$ cat src/ep0t_regs.svh
// Constants for the endpoint-zero control and toggle-reset block
`ifndef EP0T_REGS_SVH
`define EP0T_REGS_SVH
`define EP0T_ADDR_BUF 6'h31
`define EP0T_ADDR_SETUP 6'h32
`define EP0T_ADDR_COUNT 6'h33
`define EP0T_ADDR_IND_LO 6'h3a
`define EP0T_ADDR_IND_HI 6'h3b
`define EP0T_ADDR_IND_DATA 6'h3c
`define EP0T_TOGGLE_ADDR 16'he683
`define EP0T_TOGGLE_SEL_RESET 5'h12
`define EP0T_CMD_SELECT 3'h4
`define EP0T_MAX_PKT 8'h40
`define EP0T_BIT_ADDR 7
`define EP0T_BIT_READ 6
`define EP0T_BIT_TOG_Q 7
`define EP0T_BIT_TOG_SET 6
`define EP0T_BIT_TOG_CLR 5
`define EP0T_REQ_CLEAR_FEATURE 8'h01
`define EP0T_REQ_SET_FEATURE 8'h03
`define EP0T_RCPT_ENDPOINT 5'h02
`define EP0T_TYPE_STANDARD 2'h0
`endif

$ cat src/ep0t_pkg.sv
// Types for the endpoint-zero control and toggle-reset block
package ep0t_pkg;
    typedef enum logic [1:0] {
        ST_ADDR,
        ST_HI,
        ST_LO,
        ST_RDWAIT
    } ep0t_cmd_state_t;
endpackage

$ cat src/ep0t_top.sv
// Endpoint-zero control logic, command decoder, toggle window and FIFOs
`timescale 1ns/1ps
`include "ep0t_regs.svh"

module ep0t_fifo #(
    parameter int WIDTH = 8,
    parameter int DEPTH = 32
) (
    // Clock and reset
    input wire logic clk,
    input wire logic reset,
    // Filling side
    input wire logic in_valid,
    input wire logic [WIDTH-1:0] in_data,
    output logic in_ready,
    // Draining side
    output logic out_valid,
    output logic [WIDTH-1:0] out_data,
    input wire logic out_ready
);
    localparam int AW = $clog2(DEPTH);
    localparam logic [AW:0] DEPTH_C = (AW+1)'(DEPTH);
    localparam logic [AW-1:0] LAST_C = AW'(DEPTH - 1);

    logic [WIDTH-1:0] mem [DEPTH];
    logic [AW-1:0] wr_ptr_reg, wr_ptr_next, rd_ptr_reg, rd_ptr_next;
    logic [AW:0] count_reg, count_next;
    logic full_reg, full_next, empty_reg, empty_next;
    logic push, pop;

    assign push = in_valid && !full_reg;
    assign pop = !empty_reg && out_ready;
    assign in_ready = !full_reg;
    assign out_valid = !empty_reg;
    assign out_data = mem[rd_ptr_reg];

    // Pointer and occupancy update, flags kept registered
    always_comb
    begin
        wr_ptr_next = wr_ptr_reg;
        rd_ptr_next = rd_ptr_reg;
        count_next = count_reg;
        if (push)
            wr_ptr_next = (wr_ptr_reg == LAST_C) ? '0 : wr_ptr_reg + 1'b1;
        if (pop)
            rd_ptr_next = (rd_ptr_reg == LAST_C) ? '0 : rd_ptr_reg + 1'b1;
        if (push && !pop)
            count_next = count_reg + 1'b1;
        else if (pop && !push)
            count_next = count_reg - 1'b1;
        full_next = (count_next == DEPTH_C);
        empty_next = (count_next == '0);
    end

    // Registers
    always_ff @(posedge clk)
    begin
        wr_ptr_reg <= reset ? '0 : wr_ptr_next;
        rd_ptr_reg <= reset ? '0 : rd_ptr_next;
        count_reg <= reset ? '0 : count_next;
        full_reg <= reset ? 1'b0 : full_next;
        empty_reg <= reset ? 1'b1 : empty_next;
    end

    // Storage, no reset needed
    always_ff @(posedge clk)
    begin
        if (push)
            mem[wr_ptr_reg] <= in_data;
    end
endmodule

module ep0t_top
    import ep0t_pkg::*;
#(
    parameter int IN_DEPTH = 32,
    parameter int OUT_DEPTH = 64
) (
    // Clock and reset
    input wire logic clk,
    input wire logic reset,
    // Command interface towards the external master
    input wire logic cmd_strobe,
    input wire logic [2:0] interface_address_select,
    input wire logic [7:0] low_data_lines_in,
    output logic [7:0] low_data_lines_out,
    output logic low_data_lines_oe,
    input wire logic data_taken,
    output logic ready,
    output logic int_n,
    // Setup packets from the serial engine
    input wire logic setup_valid,
    input wire logic [63:0] setup_packet,
    // IN data towards the serial engine
    output logic in_valid,
    output logic [7:0] in_data,
    input wire logic in_ready,
    output logic in_commit,
    output logic [7:0] in_commit_len,
    // OUT data from the serial engine
    input wire logic out_valid,
    input wire logic [7:0] out_data,
    input wire logic out_last,
    output logic out_ready,
    // Handshake control
    output logic status_ack,
    output logic ep0_stall,
    // Data toggles
    input wire logic toggle_flip,
    input wire logic [4:0] toggle_flip_sel,
    output logic [31:0] toggles
);
    ep0t_cmd_state_t state_reg, state_next;
    logic [5:0] cmd_addr_reg, cmd_addr_next;
    logic [3:0] hi_nib_reg, hi_nib_next;
    logic ready_reg, ready_next, int_n_reg, int_n_next;
    logic [7:0] dout_reg, dout_next;
    logic doe_reg, doe_next;
    logic [63:0] setup_reg, setup_next;
    logic [2:0] setup_idx_reg, setup_idx_next;
    logic setup_pend_reg, setup_pend_next, buf_pend_reg, buf_pend_next;
    logic stall_reg, stall_next, active_reg, active_next;
    logic dir_in_reg, dir_in_next, in_wait_reg, in_wait_next;
    logic [15:0] remaining_reg, remaining_next;
    logic [15:0] out_total_reg, out_total_next;
    logic [7:0] pkt_cnt_reg, pkt_cnt_next, out_count_reg, out_count_next;
    logic commit_reg, commit_next, ack_reg, ack_next;
    logic [7:0] commit_len_reg, commit_len_next;
    logic [15:0] ind_addr_reg, ind_addr_next;
    logic [4:0] tog_sel_reg, tog_sel_next;
    logic [31:0] tog_reg, tog_next;
    logic take, in_push, in_fifo_ready, in_fifo_valid, out_pop;
    logic out_fifo_valid, out_fifo_in_ready, out_acc, auto_req;
    logic [7:0] out_fifo_data, wbyte, clen, rdata;
    logic [15:0] wlen;

    // IN packet staging between buffer-port writes and the serial engine
    ep0t_fifo #(.WIDTH(8), .DEPTH(IN_DEPTH)) u_in_fifo (
        .clk(clk),
        .reset(reset),
        .in_valid(in_push),
        .in_data(wbyte),
        .in_ready(in_fifo_ready),
        .out_valid(in_fifo_valid),
        .out_data(in_data),
        .out_ready(in_ready)
    );

    // OUT packet holding until the master reads it out
    ep0t_fifo #(.WIDTH(8), .DEPTH(OUT_DEPTH)) u_out_fifo (
        .clk(clk),
        .reset(reset),
        .in_valid(out_valid),
        .in_data(out_data),
        .in_ready(out_fifo_in_ready),
        .out_valid(out_fifo_valid),
        .out_data(out_fifo_data),
        .out_ready(out_pop)
    );

    // Command byte accepted only on the command select while ready
    assign take = cmd_strobe && ready_reg &&
        (interface_address_select == `EP0T_CMD_SELECT);
    assign wbyte = {hi_nib_reg, low_data_lines_in[3:0]};
    assign in_push = take && (state_reg == ST_LO) &&
        !low_data_lines_in[`EP0T_BIT_ADDR] &&
        (cmd_addr_reg == `EP0T_ADDR_BUF);
    assign out_pop = take && (state_reg != ST_RDWAIT) &&
        (low_data_lines_in[7:6] == 2'b11) &&
        (low_data_lines_in[5:0] == `EP0T_ADDR_BUF);
    assign out_acc = out_valid && out_fifo_in_ready;
    assign wlen = {setup_packet[63:56], setup_packet[55:48]};
    // Standard requests are automatic except endpoint set/clear feature
    assign auto_req = (setup_packet[6:5] == `EP0T_TYPE_STANDARD) &&
        !((setup_packet[4:0] == `EP0T_RCPT_ENDPOINT) &&
          ((setup_packet[15:8] == `EP0T_REQ_SET_FEATURE) ||
           (setup_packet[15:8] == `EP0T_REQ_CLEAR_FEATURE)));
    // Byte count write clamped to the remaining requested length
    assign clen = (remaining_reg < {8'h00, wbyte}) ?
        remaining_reg[7:0] : wbyte;

    // Read data mux for the command read request
    always_comb
    begin
        rdata = 8'h00;
        case (low_data_lines_in[5:0])
            `EP0T_ADDR_BUF: rdata = out_fifo_data;
            `EP0T_ADDR_SETUP: rdata = setup_reg[{setup_idx_reg, 3'b000} +: 8];
            `EP0T_ADDR_COUNT: rdata = out_count_reg;
            `EP0T_ADDR_IND_DATA:
                if (ind_addr_reg == `EP0T_TOGGLE_ADDR)
                    rdata = {tog_reg[tog_sel_reg], 2'b00, tog_sel_reg};
            default: rdata = 8'h00;
        endcase
    end

    // Command decoder, endpoint-zero sequencing and toggle window
    always_comb
    begin
        state_next = state_reg;
        cmd_addr_next = cmd_addr_reg;
        hi_nib_next = hi_nib_reg;
        dout_next = dout_reg;
        doe_next = doe_reg;
        setup_next = setup_reg;
        setup_idx_next = setup_idx_reg;
        setup_pend_next = setup_pend_reg;
        buf_pend_next = buf_pend_reg;
        stall_next = stall_reg;
        active_next = active_reg;
        dir_in_next = dir_in_reg;
        in_wait_next = in_wait_reg;
        remaining_next = remaining_reg;
        out_total_next = out_total_reg;
        pkt_cnt_next = pkt_cnt_reg;
        out_count_next = out_count_reg;
        commit_next = 1'b0;
        commit_len_next = commit_len_reg;
        ack_next = 1'b0;
        ind_addr_next = ind_addr_reg;
        tog_sel_next = tog_sel_reg;
        tog_next = tog_reg;
        if (toggle_flip)
            tog_next[toggle_flip_sel] = !tog_reg[toggle_flip_sel];
        // Command bytes
        if (take && state_reg != ST_RDWAIT)
        begin
            if (low_data_lines_in[`EP0T_BIT_ADDR])
            begin
                // Address byte restarts any partial write
                cmd_addr_next = low_data_lines_in[5:0];
                state_next = ST_HI;
                if (low_data_lines_in[`EP0T_BIT_READ])
                begin
                    state_next = ST_RDWAIT;
                    dout_next = rdata;
                    doe_next = 1'b1;
                    if (low_data_lines_in[5:0] == `EP0T_ADDR_SETUP)
                    begin
                        setup_idx_next = setup_idx_reg + 1'b1;
                        setup_pend_next = 1'b0;
                    end
                    if (low_data_lines_in[5:0] == `EP0T_ADDR_COUNT ||
                        low_data_lines_in[5:0] == `EP0T_ADDR_BUF)
                        buf_pend_next = 1'b0;
                end
            end
            else if (state_reg == ST_HI)
            begin
                hi_nib_next = low_data_lines_in[3:0];
                state_next = ST_LO;
            end
            else if (state_reg == ST_LO)
            begin
                state_next = ST_HI; // series of bytes to the same address
                case (cmd_addr_reg)
                    `EP0T_ADDR_BUF: buf_pend_next = 1'b0;
                    `EP0T_ADDR_SETUP:
                        if (wbyte != 8'h00)
                            stall_next = 1'b1;
                    `EP0T_ADDR_COUNT:
                    begin
                        buf_pend_next = 1'b0;
                        // Only the byte count register sends short packets
                        if (dir_in_reg || remaining_reg == 16'h0000)
                        begin
                            commit_next = 1'b1;
                            commit_len_next = clen;
                            remaining_next = remaining_reg - {8'h00, clen};
                            in_wait_next = 1'b1;
                            if (clen < `EP0T_MAX_PKT ||
                                remaining_reg == {8'h00, clen})
                            begin
                                ack_next = 1'b1;
                                active_next = 1'b0;
                                in_wait_next = 1'b0;
                            end
                        end
                    end
                    `EP0T_ADDR_IND_LO: ind_addr_next[7:0] = wbyte;
                    `EP0T_ADDR_IND_HI: ind_addr_next[15:8] = wbyte;
                    `EP0T_ADDR_IND_DATA:
                        if (ind_addr_reg == `EP0T_TOGGLE_ADDR)
                        begin
                            tog_sel_next = wbyte[4:0];
                            if (wbyte[`EP0T_BIT_TOG_SET])
                                tog_next[wbyte[4:0]] = 1'b1;
                            else if (wbyte[`EP0T_BIT_TOG_CLR])
                                tog_next[wbyte[4:0]] = 1'b0;
                        end
                    default: ;
                endcase
            end
        end
        // Read data stays driven until the master has taken it
        if (state_reg == ST_RDWAIT && data_taken)
        begin
            state_next = ST_ADDR;
            doe_next = 1'b0;
        end
        // IN buffer drained: writable again while the transfer continues
        if (in_wait_reg && !in_fifo_valid && !commit_reg)
        begin
            in_wait_next = 1'b0;
            if (active_reg)
                buf_pend_next = 1'b1;
        end
        // OUT bytes from the host
        if (out_acc)
        begin
            pkt_cnt_next = pkt_cnt_reg + 1'b1;
            out_total_next = out_total_reg + 1'b1;
            if (out_last)
            begin
                out_count_next = pkt_cnt_reg + 1'b1;
                pkt_cnt_next = 8'h00;
                buf_pend_next = 1'b1;
            end
            if (active_reg && !dir_in_reg &&
                out_total_reg + 1'b1 >= remaining_reg)
            begin
                ack_next = 1'b1;
                active_next = 1'b0;
            end
        end
        // New setup packet, overriding any transfer in progress
        if (setup_valid)
        begin
            setup_next = setup_packet;
            setup_idx_next = 3'h0;
            stall_next = 1'b0;
            remaining_next = wlen;
            dir_in_next = setup_packet[7];
            out_total_next = 16'h0000;
            pkt_cnt_next = 8'h00;
            in_wait_next = 1'b0;
            active_next = !auto_req;
            if (!auto_req || active_reg)
                setup_pend_next = 1'b1;
            if (!auto_req && setup_packet[7] && wlen != 16'h0000)
                buf_pend_next = 1'b1;
        end
    end

    // Ready pacing and interrupt pin
    always_comb
    begin
        // Low for the cycle after each byte, while reading, or buffer full
        ready_next = !take && (state_next != ST_RDWAIT) &&
            in_fifo_ready;
        // Read data owns the pin; pending events wait behind it
        int_n_next = !((state_next == ST_RDWAIT) ||
            setup_pend_next || buf_pend_next);
    end

    // Registers
    always_ff @(posedge clk)
    begin
        state_reg <= reset ? ST_ADDR : state_next;
        cmd_addr_reg <= reset ? 6'h00 : cmd_addr_next;
        hi_nib_reg <= reset ? 4'h0 : hi_nib_next;
        ready_reg <= reset ? 1'b0 : ready_next;
        int_n_reg <= reset ? 1'b1 : int_n_next;
        dout_reg <= reset ? 8'h00 : dout_next;
        doe_reg <= reset ? 1'b0 : doe_next;
        setup_reg <= reset ? 64'h0 : setup_next;
        setup_idx_reg <= reset ? 3'h0 : setup_idx_next;
        setup_pend_reg <= reset ? 1'b0 : setup_pend_next;
        buf_pend_reg <= reset ? 1'b0 : buf_pend_next;
        stall_reg <= reset ? 1'b0 : stall_next;
        active_reg <= reset ? 1'b0 : active_next;
        dir_in_reg <= reset ? 1'b0 : dir_in_next;
        in_wait_reg <= reset ? 1'b0 : in_wait_next;
        remaining_reg <= reset ? 16'h0000 : remaining_next;
        out_total_reg <= reset ? 16'h0000 : out_total_next;
        pkt_cnt_reg <= reset ? 8'h00 : pkt_cnt_next;
        out_count_reg <= reset ? 8'h00 : out_count_next;
        commit_reg <= reset ? 1'b0 : commit_next;
        commit_len_reg <= reset ? 8'h00 : commit_len_next;
        ack_reg <= reset ? 1'b0 : ack_next;
        ind_addr_reg <= reset ? 16'h0000 : ind_addr_next;
        tog_sel_reg <= reset ? `EP0T_TOGGLE_SEL_RESET : tog_sel_next;
        tog_reg <= reset ? 32'h0 : tog_next;
    end

    // Outputs
    assign ready = ready_reg;
    assign int_n = int_n_reg;
    assign low_data_lines_out = dout_reg;
    assign low_data_lines_oe = doe_reg;
    assign in_valid = in_fifo_valid;
    assign out_ready = out_fifo_in_ready;
    assign in_commit = commit_reg;
    assign in_commit_len = commit_len_reg;
    assign status_ack = ack_reg;
    assign ep0_stall = stall_reg;
    assign toggles = tog_reg;
endmodule

$ cat config.mk
export PLATFORM = sky130hd
export DESIGN_NAME = ep0t_top
export DESIGN_NICKNAME = d
export VERILOG_FILES = /design/src/ep0t_pkg.sv /design/src/ep0t_top.sv
export VERILOG_INCLUDE_DIRS = /design/src
export SDC_FILE = /design/constraint.sdc
export NUM_CORES = 1
export LEC_CHECK = 0
export ABC_AREA = 1
export BUFFER_PORTS_ARGS = -buffer_cell sky130_fd_sc_hd__buf_2
export CAP_MARGIN = 20
export CORE_ASPECT_RATIO = 0.7
export CORE_UTILIZATION = 48
export CTS_BUF_LIST = sky130_fd_sc_hd__clkbuf_8
export CTS_CLUSTER_DIAMETER = 40
export DETAILED_ROUTE_END_ITERATION = 16
export PLACE_DENSITY = 0.72
export REMOVE_ABC_BUFFERS = 1
export SYNTH_ARGS = -nofsm -noshare
export SYNTH_HDL_FRONTEND = slang
export SYNTH_HIERARCHICAL = 1
export SYNTH_SLANG_ARGS = --single-unit
export TNS_END_PERCENT = 10
$ cat constraint.sdc
create_clock -name clk -period 4.9 [get_ports clk]
set_input_delay 0.98 -clock clk [delete_from_list [all_inputs] [get_ports clk]]
set_output_delay 0.98 -clock clk [all_outputs]
set_load 0.01 [all_outputs]
==> results.ini <==
[clock_tree]
cts_resized = 0
clkTransAtPathRegs_ns = 0.06
htree_num_levels = 4
clock-root-buffer = clkbuf_8
postCtsSetupRepairBufs = 0
clock_path_buffers = 3
holdBufCountCts = 0
cts_tree = built
clock_latency_ns = 0.86
cts_sinks = 1024
cts_inserted_buffers = 157

[global_routing]
grt_pass1_wl_um = 189000
grt-busiest-layer = met1
antenna_found_initial = 7
grt_usage = 0.252
grt_util_met2 = 0.356
overflow = 0
met3_usage = 0.0613
grt_max_degree = 129
grt_pass1_vias = 32900
use_met1 = 0.379

[floorplan]
fp.dieH_um = 261
initial_core_util = 0.486
core_area_sq_mm = 0.0943
die_w_um = 372
io_pins = 161
design.die.area_sq_mm = 0.0969
rows = 94

[worst_setup_path]
r2r_end = remaining_reg[12]
arrival_ns = 3.17
cp_max_fo = 25
critPathKind = flip-flop to output pin
r2r_setup_slack_ns = 1.19
cp-start-kind = flip-flop
crit_end = in_data[7]
setup.worst_path.end_class = output pin
r2r_start = remaining_reg[1]
rr_worst_depth = 21
crit_required_ns = 3.92

[layout]
largest_reg_flops = 512
final_area_sq_mm = 0.0504
drive_gt1_frac = 0.108
area_growth_syn_to_layout_pct = 9.87
num-fill-cells = 8399
layout.nets = 5072
layout_common_cells = nand2_1, nand3_1, edfxtp_1
final_common_cell = nand2_1

[timing]
fmax_ghz = 0.241
hold_viol_final = 0
rsz0062_at_grt = no
final.period_utilization = 0.846
whs_ns = 0.336
maxSlewHeadroom = 0.236
worst_pin_slew_ns = 1.15
setup_violations = 0
slew_violations = 0
skew_ns = 0.0507
min_period_ns = 4.15
tns_ns = 0

[outcome]
status = finished clean

[synth]
synth-simple-area-share = 0.251
netlist_instances = 4803
muxShareOfSynthArea = 0
synthAdderAreaFrac = 0.0133
synth.distinct_cells = 47
synth_xor_area_frac = 0.00515
yosys_warnings = 6
synth_top_family_by_area = simple AND/OR/NAND/NOR gates
syn_area_per_cell_sq_um = 9.55
post-synth-top-area-cell = edfxtp_1
synth-compound-area-share = 0.0611
ys_top_cells_by_area = edfxtp_1, dfxtp_1, nand2_1, nand3_1, nor2_1
synth_seq_area_share = 0.614
syn_area_sq_mm = 0.0459
yosysTopAreaCellShare = 0.503
ys_ff_latch = 1024

[worst_hold_path]
hp-class = input pin to flip-flop

[place]
dp_hpwl_um = 78200
place_area_sq_mm = 0.0474
port_buffers = 160
gp_congestion = 0.932

[power]
powerDensity_mw_per_mm2 = 361
vdd_drop_max_uv = 277
leakagePower_uw = 0.0190

[detailed_routing]
ant_nets = 0
drt_wl_total_um = 124000
dr.pass1.iters = 6
wl_per_cell_um = 19.6
viasPerCell = 5.66
dr_total_vias = 35700
drt_iter0_drc = 4681
post-route-drc-count = 0

[job]
cap_violations = 0

-- cells by family (layout without fill, tap and decap cells) --
kind of cell / count (synthesis) / after routing
flip-flops: 1024 / 1024
AO/OA/AOI/OAI: 488 / 488
buffers and inverters: 555 / 810
AND/OR/NAND/NOR: 2661 / 2661
adder cells (fa/ha/maj): 48 / 48
XOR/XNOR: 27 / 27
other: 0 / 8
-- synth_stat cells, drive strengths merged --
master and number:
nand2 1362, nand3 855, edfxtp 768, nor2 355
inv 298, dfxtp 256, a21oi 216, o21ai 174
buf 153, clkbuf 102, ha 47, o211ai 42
nor3 34, nand4 33, xor2 20, a22o 16
nor4 10, o22ai 9, o31ai 8, xnor2 7
or2 6, a31oi 5, o21bai 5, nand3b 4
o21a 4, a211oi 3, a21boi 2, a21o 2
clkinv 2, nor3b 2, a22oi 1, a31o 1
fa 1
-- metrics by stage --
step | total power, uW | setup slack, ns | util | std cells
global route | 18900 | 0.546 | 0.534 | 6312
global placement | 11500 | 0.619 | 0.502 | 6013
CTS | 18300 | 0.749 | 0.534 | 6303
finish | 18200 | 0.755 | 0.535 | 6314
detailed placement | 11500 | 0.602 | 0.502 | 6013
floorplan | 10800 | -3.34 | - | 4548
-- worst min path at each step --
stage                     startpoint          endpoint  slack [ns]  cells past startpoint
floorplan              setup_reg[36]     setup_reg[36]        0.42                      2
global placement    ind_addr_reg[14]  ind_addr_reg[14]        0.43                      2
detailed placement     setup_reg[38]     setup_reg[38]        0.44                      2
CTS                 setup_packet[36]     setup_reg[36]        0.25                      3
global route        setup_packet[38]     setup_reg[38]        0.30                      3
finish              setup_packet[36]     setup_reg[36]        0.34                      3
-- power by group --
part	switching [uW]	internal, uW	leakage [uW]
sequential	105	9400	0.00903
clock	3430	3360	0.00173
combinational	1370	550	0.00824
-- per-layer routing --
layer | wire length, um | up-vias
li1 | - | 16700
met1 | 55000 | 16900
met2 | 52000 | 1857
met3 | 14000 | 235
met4 | 2960 | 0
met5 | 0 | -
-- worst max-delay path: stages, from the launching register on --
cell,delay (ns)
dfxtp_1,0.31
buf_4,0.22
inv_1,0.45
buf_4,0.40
nand3_1,0.16
nand2_1,0.09
nand2_1,0.05
nand2_1,0.10
nor2_1,0.09
a21oi_1,0.24
buf_2,0.19
-- cell type report --
cell class	count	area (sq um)	share of cell area
Sequential cell	1024	28200	0.559
Multi-Input combinational cell	3224	15200	0.301
Clock buffer	172	2370	0.0470
Tap cell	1248	1560	0.0310
Timing Repair Buffer	220	1350	0.0268
Inverter	300	1130	0.0225
Clock inverter	118	591	0.0117
Antenna cell	8	20.0	0.000397
(Power assumes the default switching activity.)
